`src/hw/asr_regs.svh`:
```
// Purpose: timing figures and derived cycle counts for the sram host
// Assumes: core_clk at 40 MHz
// Notes:   least times round up to whole cycles
`ifndef ASR_REGS_SVH
`define ASR_REGS_SVH

// ==========================================================
// clock and bus widths
`define ASR_CLK_NS 25
`define ASR_ADDR_W 19
`define ASR_DATA_W 8
`define ASR_TMR_W 18
`define ASR_SYNC_STAGES 2

// ==========================================================
// device timing in its own unit
`define ASR_T_ACC_NS 70
`define ASR_T_OE_NS 35
`define ASR_T_HZ_NS 25
`define ASR_T_WP_NS 50
`define ASR_T_CW_NS 60
`define ASR_T_CDR_NS 0
`define ASR_T_REC_MS 5

// ==========================================================
// derived cycle counts
`define ASR_CYC_CEIL(ns) (((ns) + `ASR_CLK_NS - 1) / `ASR_CLK_NS)
`define ASR_MAX(a, b) (((a) > (b)) ? (a) : (b))
`define ASR_ACC_CYC `ASR_MAX(`ASR_CYC_CEIL(`ASR_T_ACC_NS), \
  `ASR_CYC_CEIL(`ASR_T_OE_NS))
`define ASR_RD_CYC (`ASR_ACC_CYC + `ASR_SYNC_STAGES)
`define ASR_HZ_CYC `ASR_MAX(`ASR_CYC_CEIL(`ASR_T_HZ_NS), 1)
`define ASR_WP_CYC `ASR_MAX(`ASR_CYC_CEIL(`ASR_T_WP_NS), \
  `ASR_CYC_CEIL(`ASR_T_CW_NS))
`define ASR_SETUP_CYC 1
`define ASR_END_CYC 1
`define ASR_CDR_CYC `ASR_MAX(`ASR_CYC_CEIL(`ASR_T_CDR_NS), 1)
`define ASR_REC_CYC `ASR_CYC_CEIL(`ASR_T_REC_MS * 1000000)

`endif

```
`src/hw/asr_pkg.sv`:
```
// Purpose: shared types of the sram host
// Assumes: nothing
// Notes:   state codes left to the tool
package asr_pkg;

  // ========================================================
  // sequencer states
  typedef enum logic [3:0] {
    ASR_IDLE,
    ASR_RD,
    ASR_TURN,
    ASR_WR_SETUP,
    ASR_WR_PULSE,
    ASR_WR_END,
    ASR_RETAIN,
    ASR_RECOVER
  } asr_state_t;

endpackage : asr_pkg

```
`src/hw/asr_ctrl.sv`:
```
// Purpose: host controller driving an asynchronous 512k x 8 sram
// Assumes: pins registered here; read data passes two flops
// Notes:   one access at a time; retention entered on request
`include "asr_regs.svh"

// Operation
// - host keeps write strobe high for the whole read cycle
// - host drives no write data while device outputs may still drive
// - host keeps chip select low at least 60 ns before write ends
// - host deselects chip at least 0 ns before retention begins
module asr_ctrl #(
  parameter int AW = `ASR_ADDR_W,
  parameter int DW = `ASR_DATA_W,
  parameter int TW = `ASR_TMR_W,
  parameter int REC_CYCLES = `ASR_REC_CYC
) (
  // clock and reset
  input wire logic core_clk,
  input wire logic sys_rst,
  // user request
  input wire logic req_valid,
  input wire logic req_write,
  input wire logic [AW-1:0] req_addr,
  input wire logic [DW-1:0] req_wdata,
  output logic req_ready_q,
  // user response
  output logic resp_valid_q,
  output logic [DW-1:0] resp_rdata_q,
  // retention control
  input wire logic ret_req,
  output logic ret_ack_q,
  // memory pins
  output logic [AW-1:0] word_address_q,
  output logic cs_n_q,
  output logic oe_n_q,
  output logic we_n_q,
  input wire logic [DW-1:0] data_lines_i,
  output logic [DW-1:0] data_lines_o_q,
  output logic data_lines_oe_n_q
);

  asr_pkg::asr_state_t state_q, state_d;
  logic tmr_load;
  logic [TW-1:0] tmr_val;
  logic tmr_done;
  logic take;
  logic [DW-1:0] wdata_q;
  logic [DW-1:0] dq_sync1_q, dq_sync2_q;

  // ========================================================
  // decode helpers
  // host drives the data lines through the whole write
  function automatic logic wr_phase(input asr_pkg::asr_state_t s);
    return (s == asr_pkg::ASR_WR_SETUP) || (s == asr_pkg::ASR_WR_PULSE) ||
           (s == asr_pkg::ASR_WR_END);
  endfunction : wr_phase

  // chip select low in read and in write up to its end
  function automatic logic sel_phase(input asr_pkg::asr_state_t s);
    return (s == asr_pkg::ASR_RD) || (s == asr_pkg::ASR_WR_SETUP) ||
           (s == asr_pkg::ASR_WR_PULSE);
  endfunction : sel_phase

  // ========================================================
  // phase timer
  asr_timer #(
    .W(TW)
  ) u_timer (
    .core_clk(core_clk),
    .sys_rst(sys_rst),
    .load(tmr_load),
    .load_val(tmr_val),
    .done(tmr_done)
  );

  // ========================================================
  // sequencer next state
  always_comb begin
    state_d = state_q;
    tmr_load = 1'b0;
    tmr_val = '0;
    take = 1'b0;
    case (state_q)
      asr_pkg::ASR_IDLE: begin
        if (req_valid && req_ready_q) begin
          take = 1'b1;
          tmr_load = 1'b1;
          if (req_write) begin
            state_d = asr_pkg::ASR_WR_SETUP;
            tmr_val = TW'(`ASR_SETUP_CYC - 1);
          end else begin
            // access wait
            // strobes held through access time plus synchroniser
            state_d = asr_pkg::ASR_RD;
            tmr_val = TW'(`ASR_RD_CYC - 1);
          end
        end else if (ret_req) begin
          // deselect first
          // select is already high here; ack follows a cycle later
          state_d = asr_pkg::ASR_RETAIN;
        end
      end
      asr_pkg::ASR_RD: begin
        if (tmr_done) begin
          // float before drive
          // wait out the device's float time before any write
          state_d = asr_pkg::ASR_TURN;
          tmr_load = 1'b1;
          tmr_val = TW'(`ASR_HZ_CYC - 1);
        end
      end
      asr_pkg::ASR_TURN: begin
        if (tmr_done) begin
          state_d = asr_pkg::ASR_IDLE;
        end
      end
      asr_pkg::ASR_WR_SETUP: begin
        if (tmr_done) begin
          // select width
          // pulse covers both strobe width and select-to-end
          state_d = asr_pkg::ASR_WR_PULSE;
          tmr_load = 1'b1;
          tmr_val = TW'(`ASR_WP_CYC - 1);
        end
      end
      asr_pkg::ASR_WR_PULSE: begin
        if (tmr_done) begin
          state_d = asr_pkg::ASR_WR_END;
          tmr_load = 1'b1;
          tmr_val = TW'(`ASR_END_CYC - 1);
        end
      end
      asr_pkg::ASR_WR_END: begin
        if (tmr_done) begin
          state_d = asr_pkg::ASR_IDLE;
        end
      end
      asr_pkg::ASR_RETAIN: begin
        if (!ret_req) begin
          // supply recovery before the next access
          state_d = asr_pkg::ASR_RECOVER;
          tmr_load = 1'b1;
          tmr_val = TW'(REC_CYCLES - 1);
        end
      end
      asr_pkg::ASR_RECOVER: begin
        if (tmr_done) begin
          state_d = asr_pkg::ASR_IDLE;
        end
      end
      default: begin
        state_d = asr_pkg::ASR_IDLE;
      end
    endcase
  end

  // sequencer state
  always_ff @(posedge core_clk) begin
    if (sys_rst) begin
      state_q <= asr_pkg::ASR_IDLE;
    end else begin
      state_q <= state_d;
    end
  end

  // ========================================================
  // request capture; address stays put until the next request
  always_ff @(posedge core_clk) begin
    if (sys_rst) begin
      word_address_q <= '0;
      wdata_q <= '0;
    end else if (take) begin
      word_address_q <= req_addr;
      wdata_q <= req_wdata;
    end
  end

  // ========================================================
  // control strobes, registered from the next state
  always_ff @(posedge core_clk) begin
    if (sys_rst) begin
      cs_n_q <= 1'b1;
      oe_n_q <= 1'b1;
      we_n_q <= 1'b1;
    end else begin
      cs_n_q <= !sel_phase(state_d);
      // strobe off in read
      // gate low only in a read, strobe low only in a write pulse
      oe_n_q <= (state_d != asr_pkg::ASR_RD);
      we_n_q <= (state_d != asr_pkg::ASR_WR_PULSE);
    end
  end

  // ========================================================
  // data drive; gate is high in writes so there is no fight
  always_ff @(posedge core_clk) begin
    if (sys_rst) begin
      data_lines_o_q <= '0;
      data_lines_oe_n_q <= 1'b1;
    end else begin
      data_lines_oe_n_q <= !wr_phase(state_d);
      // take the byte straight from the request on the taking edge so
      // the lines never carry the previous write's byte
      data_lines_o_q <= wr_phase(state_d) ?
        (take ? req_wdata : wdata_q) : '0;
    end
  end

  // ========================================================
  // read data synchroniser; pins are not on our clock
  always_ff @(posedge core_clk) begin
    if (sys_rst) begin
      dq_sync1_q <= '0;
      dq_sync2_q <= '0;
    end else begin
      dq_sync1_q <= data_lines_i;
      dq_sync2_q <= dq_sync1_q;
    end
  end

  // ========================================================
  // user handshake and response
  always_ff @(posedge core_clk) begin
    if (sys_rst) begin
      req_ready_q <= 1'b0;
      resp_valid_q <= 1'b0;
      resp_rdata_q <= '0;
      ret_ack_q <= 1'b0;
    end else begin
      req_ready_q <= (state_d == asr_pkg::ASR_IDLE);
      resp_valid_q <= (state_q == asr_pkg::ASR_RD) && tmr_done;
      if ((state_q == asr_pkg::ASR_RD) && tmr_done) begin
        resp_rdata_q <= dq_sync2_q;
      end
      ret_ack_q <= (state_q == asr_pkg::ASR_RETAIN) && ret_req;
    end
  end

  // ========================================================
  // checks
  localparam int CW_CYC = `ASR_CYC_CEIL(`ASR_T_CW_NS);
endmodule : asr_ctrl

```
`src/hw/asr_timer.sv`:
```
// Purpose: loadable down counter timing each phase of a cycle
// Assumes: load value is phase length minus one
// Notes:   done is high while the count stands at zero
module asr_timer #(
  parameter int W = 18
) (
  // clock and reset
  input wire logic core_clk,
  input wire logic sys_rst,
  // control
  input wire logic load,
  input wire logic [W-1:0] load_val,
  // status
  output logic done
);

  logic [W-1:0] cnt_q;

  // ========================================================
  // counter
  // count stops at zero so a stale phase never wraps round
  always_ff @(posedge core_clk) begin
    if (sys_rst) begin
      cnt_q <= '0;
    end else if (load) begin
      cnt_q <= load_val;
    end else if (cnt_q != '0) begin
      cnt_q <= cnt_q - 1'b1;
    end
  end

  assign done = (cnt_q == '0);

endmodule : asr_timer

```
`config.mk`:
```
export PLATFORM = sky130hd
export DESIGN_NAME = asr_ctrl
export DESIGN_NICKNAME = d
export VERILOG_FILES = /design/src/hw/asr_pkg.sv /design/src/hw/asr_ctrl.sv /design/src/hw/asr_timer.sv
export VERILOG_INCLUDE_DIRS = /design/src /design/src/hw
export SDC_FILE = /design/constraint.sdc
export NUM_CORES = 1
export LEC_CHECK = 0
export BUFFER_PORTS_ARGS = -buffer_cell sky130_fd_sc_hd__buf_2
export CAP_MARGIN = 10
export CORE_ASPECT_RATIO = 1.5
export CORE_UTILIZATION = 47
export DETAILED_ROUTE_END_ITERATION = 10
export PLACE_DENSITY = 0.83
export SLEW_MARGIN = 20
export SYNTH_ARGS = -nofsm -noshare
export SYNTH_HDL_FRONTEND = slang
export SYNTH_SLANG_ARGS = --single-unit
export TNS_END_PERCENT = 30
```
`constraint.sdc`:
```
create_clock -name core_clk -period 2.1 [get_ports core_clk]
set_input_delay 0.42 -clock core_clk [delete_from_list [all_inputs] [get_ports core_clk]]
set_output_delay 0.42 -clock core_clk [all_outputs]
set_load 0.02 [all_outputs]
```
# Yosys cells after proc, flatten, opt, wreduce, memory -nomap -nowiden
# Cells that the tools add are included.
# Widths: inputs -> output; s select.
# totals
ff_bits	88
in_bits	40
output_inout_bits	42
# op_classes
n_mux	22
n_reduce_logical	17
n_eq_ne	13
add_sub_neg	1
bitwise	1
# ops
cell	count
$mux 18	3
$pmux 18 s3	1
$mux 4	7
$eq 4x3->1 const B	6
$pmux 4 s6	1
$logic_not 18->1	1
$reduce_bool 18->1	1
$sub 18x1->18 const B	1
$eq 4x2->1 const B	3
$eq 4x1->1 const B	2
$logic_not 4->1	2
$mux 8	1
$mux 3	2
$reduce_or 3->1	2
$logic_or 1x1->1	4
$mux 1	4
$mux 2	2
$ne 4x1->1 const B	1
$ne 4x3->1 const B	1
$logic_and 1x1->1	3
$pmux 1 s3	1
$logic_not 1->1	2
$reduce_bool 2->1	1
$reduce_or 2->1	1
$not 1->1	1

# Logic depth before layout (Yosys ltp)
# depth
ltp_word	8
depth_mapped	10

# Cells and area by module
# A second synthesis with hierarchy kept.
# unflattened
cells_unflattened	383
hier_area_um2	3439.5
# by_module_without_submodules
mod	area_per_inst_um2	instances	cells_each
asr_ctrl	2446.1	1	258
asr_timer	993.5	1	125

# Least setup slack after synthesis
# No wires, ideal clock.
# synth_path
path_type	flip-flop to flip-flop
start	register u_timer.cnt_q[0]
end	register cs_n_q
stages_incl_launch_ff	11
setup_time_ns	0.122
slack_ns	-0.010
arrival_ns	1.988
required_time_ns	1.978
n_path_buf	2
period_less_slack_ns	2.110
path_cell_list	dfxtp_1 inv_1 ha_1 nor4b_2 nand4_1 buf_4 or2_0 buf_2 a21oi_2 nor2_1 a311o_1
# synth_between
elab_chain_cells	7
# synth_rtl
item	line	text
from (decl)	asr_timer.sv:17	logic [W-1:0] cnt_q;
from (signal assigned)	asr_timer.sv:26	cnt_q <= load_val;
from (signal assigned)	asr_timer.sv:28	cnt_q <= cnt_q - 1'b1;
$logic_not 18->1 (*)	asr_timer.sv:32	assign done = (cnt_q == '0);
$mux 4, on equally long branches	--	
$pmux 4 s6 (*)	asr_ctrl.sv:83	case (state_q)
$eq 4x1->1 or $eq 4x2->1 (tied branches)	asr_ctrl.sv:60	return (s == asr_pkg::ASR_RD) || (s == asr_pkg::ASR_WR_SETUP) ||
$logic_or 1x1->1	asr_ctrl.sv:60	
$logic_or 1x1->1 (*)	asr_ctrl.sv:60	
$logic_not 1->1 (*)	asr_ctrl.sv:186	cs_n_q <= !sel_phase(state_d);
to (signal assigned)	asr_ctrl.sv:186	
to (decl)	asr_ctrl.sv:34	output logic cs_n_q,
# Every way passes the cells marked *; elsewhere a longest branch is shown, timed or not.
# A chain may end at the register's enable or synchronous reset.

# Worst setup path after layout
# layout_path
start	register u_timer.cnt_q[9]
end	register u_timer.cnt_q[16]
# layout_between
elab_chain_cells	4
# layout_rtl
item
branches (longest 4 deep; another with $sub 18x1->18)
# Parallel ways; which one is timed is not known. The select of a mux whose other input is x is not followed.

==> impl_metrics.toml <==
[status]
run_status = "completed"

[placed_design]
placed_cell_area_um2 = 4080
io_buffers = 81
place_hpwl_um = 5670
finalWeightedCongestion = 0.895

[logic_synthesis]
synth_area_leaders = "dfxtp_1 (53%), nand2_1 (6.0%), a21oi_1 (5.5%)"
syn_area_per_cell_um2 = 9.12
syn_nets = 409
yosysWarnings = 0
synth_top_area_cell = "dfxtp_1"
ys_seq_elements = 88
synth_top_area_share_pct = 52.5
netlist_instances = 368
post_synth_num_cell_types = 48
async_flop_share_pct = 0
synth_seq_area_share_pct = 52.5
ys.flop_type = "dfxtp_1"
synth_area_um2 = 3350
synth_edf_count = 0

[clocking]
cts_tree = "built"
cts_buffers = 9
cts_hold_buf = 0
clk_latency_ns = 0.36
root_buffer = "clkbuf_8"
max-clock-path-buffers = 2
ctsHtreeMaxLevel = 3
clk_pin_slew_ns = 0.09
cts.sinks = 88

[timing]
clock_skew_ns = 0.0112
tightest_slew_ns = 0.755
fmax_mhz = 480
hold_ws_ns = 0.270
fin_crit_ns = 2.08
rsz0062_at_grt = "yes"
finalMaxSlewViolations = 0
timing_hold_violations_final = 0
slew_headroom_pct = 49.1
fin_crit_sh_pct = 99.2
setup_viol = 0

[final_layout]
nNetsFinal = 525
area_growth_pct = 32.5
layout-drive-gt1-share_pct = 35.0
multi_input_area_um2 = 1610
finalInstanceArea_um2 = 4440
ff_latch_area_um2 = 1770
fill_cells = 548
n_antenna_cell = 0

[drt]
routed_wl_um = 8150
first_iter_violations = 197
num_vias = 3005
firstDrtPassIters = 7
ant_nets = 0
wl_per_cell_um = 14.4
via_per_inst = 5.30
drc = 0

[pwr]
switching_share_pct = 32.9
leakage_nw = 1.95
p_int_mw = 3.17
pwr-share-comb_pct = 35.6
vdd_ir_drop_max_mv = 0.747
pwr-share-clk_pct = 23.5
p_sw_mw = 1.55
power_density_nw_per_um2 = 1060
seq_power_share_pct = 40.9

[min_path]
min_path_type = "in2reg"

[global_routing]
grt_max_degree = 50
grt_pass1_vias = 2990
grt_pass1_wl_um = 12800
antenna_found_initial = 0
grt_overflow_total = 0
grtUsageTotal_pct = 21.6

[die]
die_x_um = 71.0
ios = 82
initial_core_util_pct = 48.6
die_h_um = 105
fp.dieArea_um2 = 7490
rows = 37
core_um2 = 6900

[worst_setup_path]
worstPathMaxFanout = 5
start_kind = "flip-flop"
timing.reg2reg.setup_slack_ns = 0.02
cp.required_ns = 2.39
critPathCaptureType = "flip-flop"
crit_type = "reg2reg"
cp.arrival_ns = 2.37

[flow_run]
cap_viol_max_count = 0
==> cell type report <==
| cell class | instances | area share, % |
|---|---|---|
| flip-flops and latches | 88 | 39.7 |
| clock buffers | 11 | 3.41 |
| repair buffers | 124 | 17.1 |
| well taps | 78 | 2.20 |
| inverters | 6 | 0.507 |
| clock inverters | 5 | 0.873 |
| multi-input cells | 255 | 36.2 |
==> critical path: stages, from the launching register on <==
cell and delay (ns):
dfxtp_1 0.33, buf_4 0.15, or4_4 0.56, or3_4 0.36
nor3_2 0.19, xor2_1 0.19, nand3_1 0.10, a21oi_1 0.14
==> per-stage QoR <==
stage / power [mW] / worst slack (ns) / utilization, % / std cells / TNS, ns
6_report: 4.72 / 0.0166 / 64.4 / 567 / 0
2_1_floorplan: 2.88 / 0.0258 / - / 368 / 0
3_3_place_gp: 3.35 / -0.0107 / 59.1 / 543 / -0.0658
4_1_cts: 4.56 / 0.00228 / 62.6 / 562 / 0
3_5_place_dp: 3.42 / -0.117 / 59.1 / 543 / -1.04
5_1_grt: 4.97 / -0.0713 / 64.4 / 567 / -0.619
==> worst paths after layout <==
check / from / end / depth (start not counted)
max: u_timer.cnt_q[9] / u_timer.cnt_q[16] / 7
min: data_lines_i[2] / dq_sync1_q[2] / 2
max reg2reg: u_timer.cnt_q[9] / u_timer.cnt_q[16] / 7
min reg2reg: dq_sync1_q[7] / dq_sync2_q[7] / 1
==> synthesized netlist by cell type (5+ instances only) <==
master and instances:
nor2b_1 16, nand3_1 9, mux2i_1 16, nor4_1 6, a21oi_1 37, xor2_1 9
dfxtp_1 88, clkbuf_1 15, nand2_1 54, xnor2_1 5, nor3_1 8, inv_1 6
or3_1 6, nor2_1 44
==> registers in the layout, summed over array words and instances, names as in the netlist, 4 cells and up <==
register	cells
word_address_q	19
u_timer.cnt_q	18
data_lines_o_q	8
dq_sync1_q	8
dq_sync2_q	8
resp_rdata_q	8
wdata_q	8
state_q	4
==> metal layers <==
metal	track usage [%]	wire length, um
met2	39.4	4350
met4	13.7	325
met3	5.26	352
met1	21.4	3130
met5	0	0
==> layout by cell type (no fill, tap or decap), types with 3 or more instances in the layout <==
| master | instances |
|---|---|
| a21oi_1 | 37 |
| buf_2 | 81 |
| buf_4 | 39 |
| clkbuf_8 | 11 |
| dfxtp_1 | 85 |
| dfxtp_2 | 3 |
| inv_1 | 4 |
| mux2i_1 | 16 |
| nand2_1 | 54 |
| nand2b_1 | 3 |
| nand3_1 | 9 |
| nor2_1 | 43 |
| nor2b_1 | 16 |
| nor3_1 | 6 |
| nor4_1 | 4 |
| nor4_2 | 4 |
| o211ai_1 | 4 |
| or3_1 | 4 |
| xnor2_1 | 5 |
| xor2_1 | 9 |
==> power groups by stage <==
stage | combinational [mW] | sequential (mW) | clock (mW)
3_3_place_gp | 1.41 | 1.95 | 0
5_1_grt | 1.83 | 1.95 | 1.20
6_report | 1.68 | 1.93 | 1.11
2_1_floorplan | 0.906 | 1.98 | 0
4_1_cts | 1.52 | 1.92 | 1.13
3_5_place_dp | 1.47 | 1.95 | 0
==> kinds of logic (layout without fill, tap and decap cells) <==
kind of cell    count (synthesis)  count (layout)  synth area share (%)
compound gates                 59              60                  11.1
xor+xnor                       14              14                  3.66
fa+ha+maj                       1               1                 0.373
buf+inv                        26             146                  3.17
flops                          88              88                  52.5
mux                            17              17                  5.11
other cells                     1               1                 0.112
simple gates                  162             162                  24.0
==> timing repair <==
item                       in CTS  in global routing
setup buffers                   3                  4
hold endpoints to repair        0                  0
pin swaps                       6                 12
gates cloned                    0                  1
setup endpoints to repair      22                 30
gates resized for setup         5                 22
Note: power is estimated with default switching activity, not from simulation.
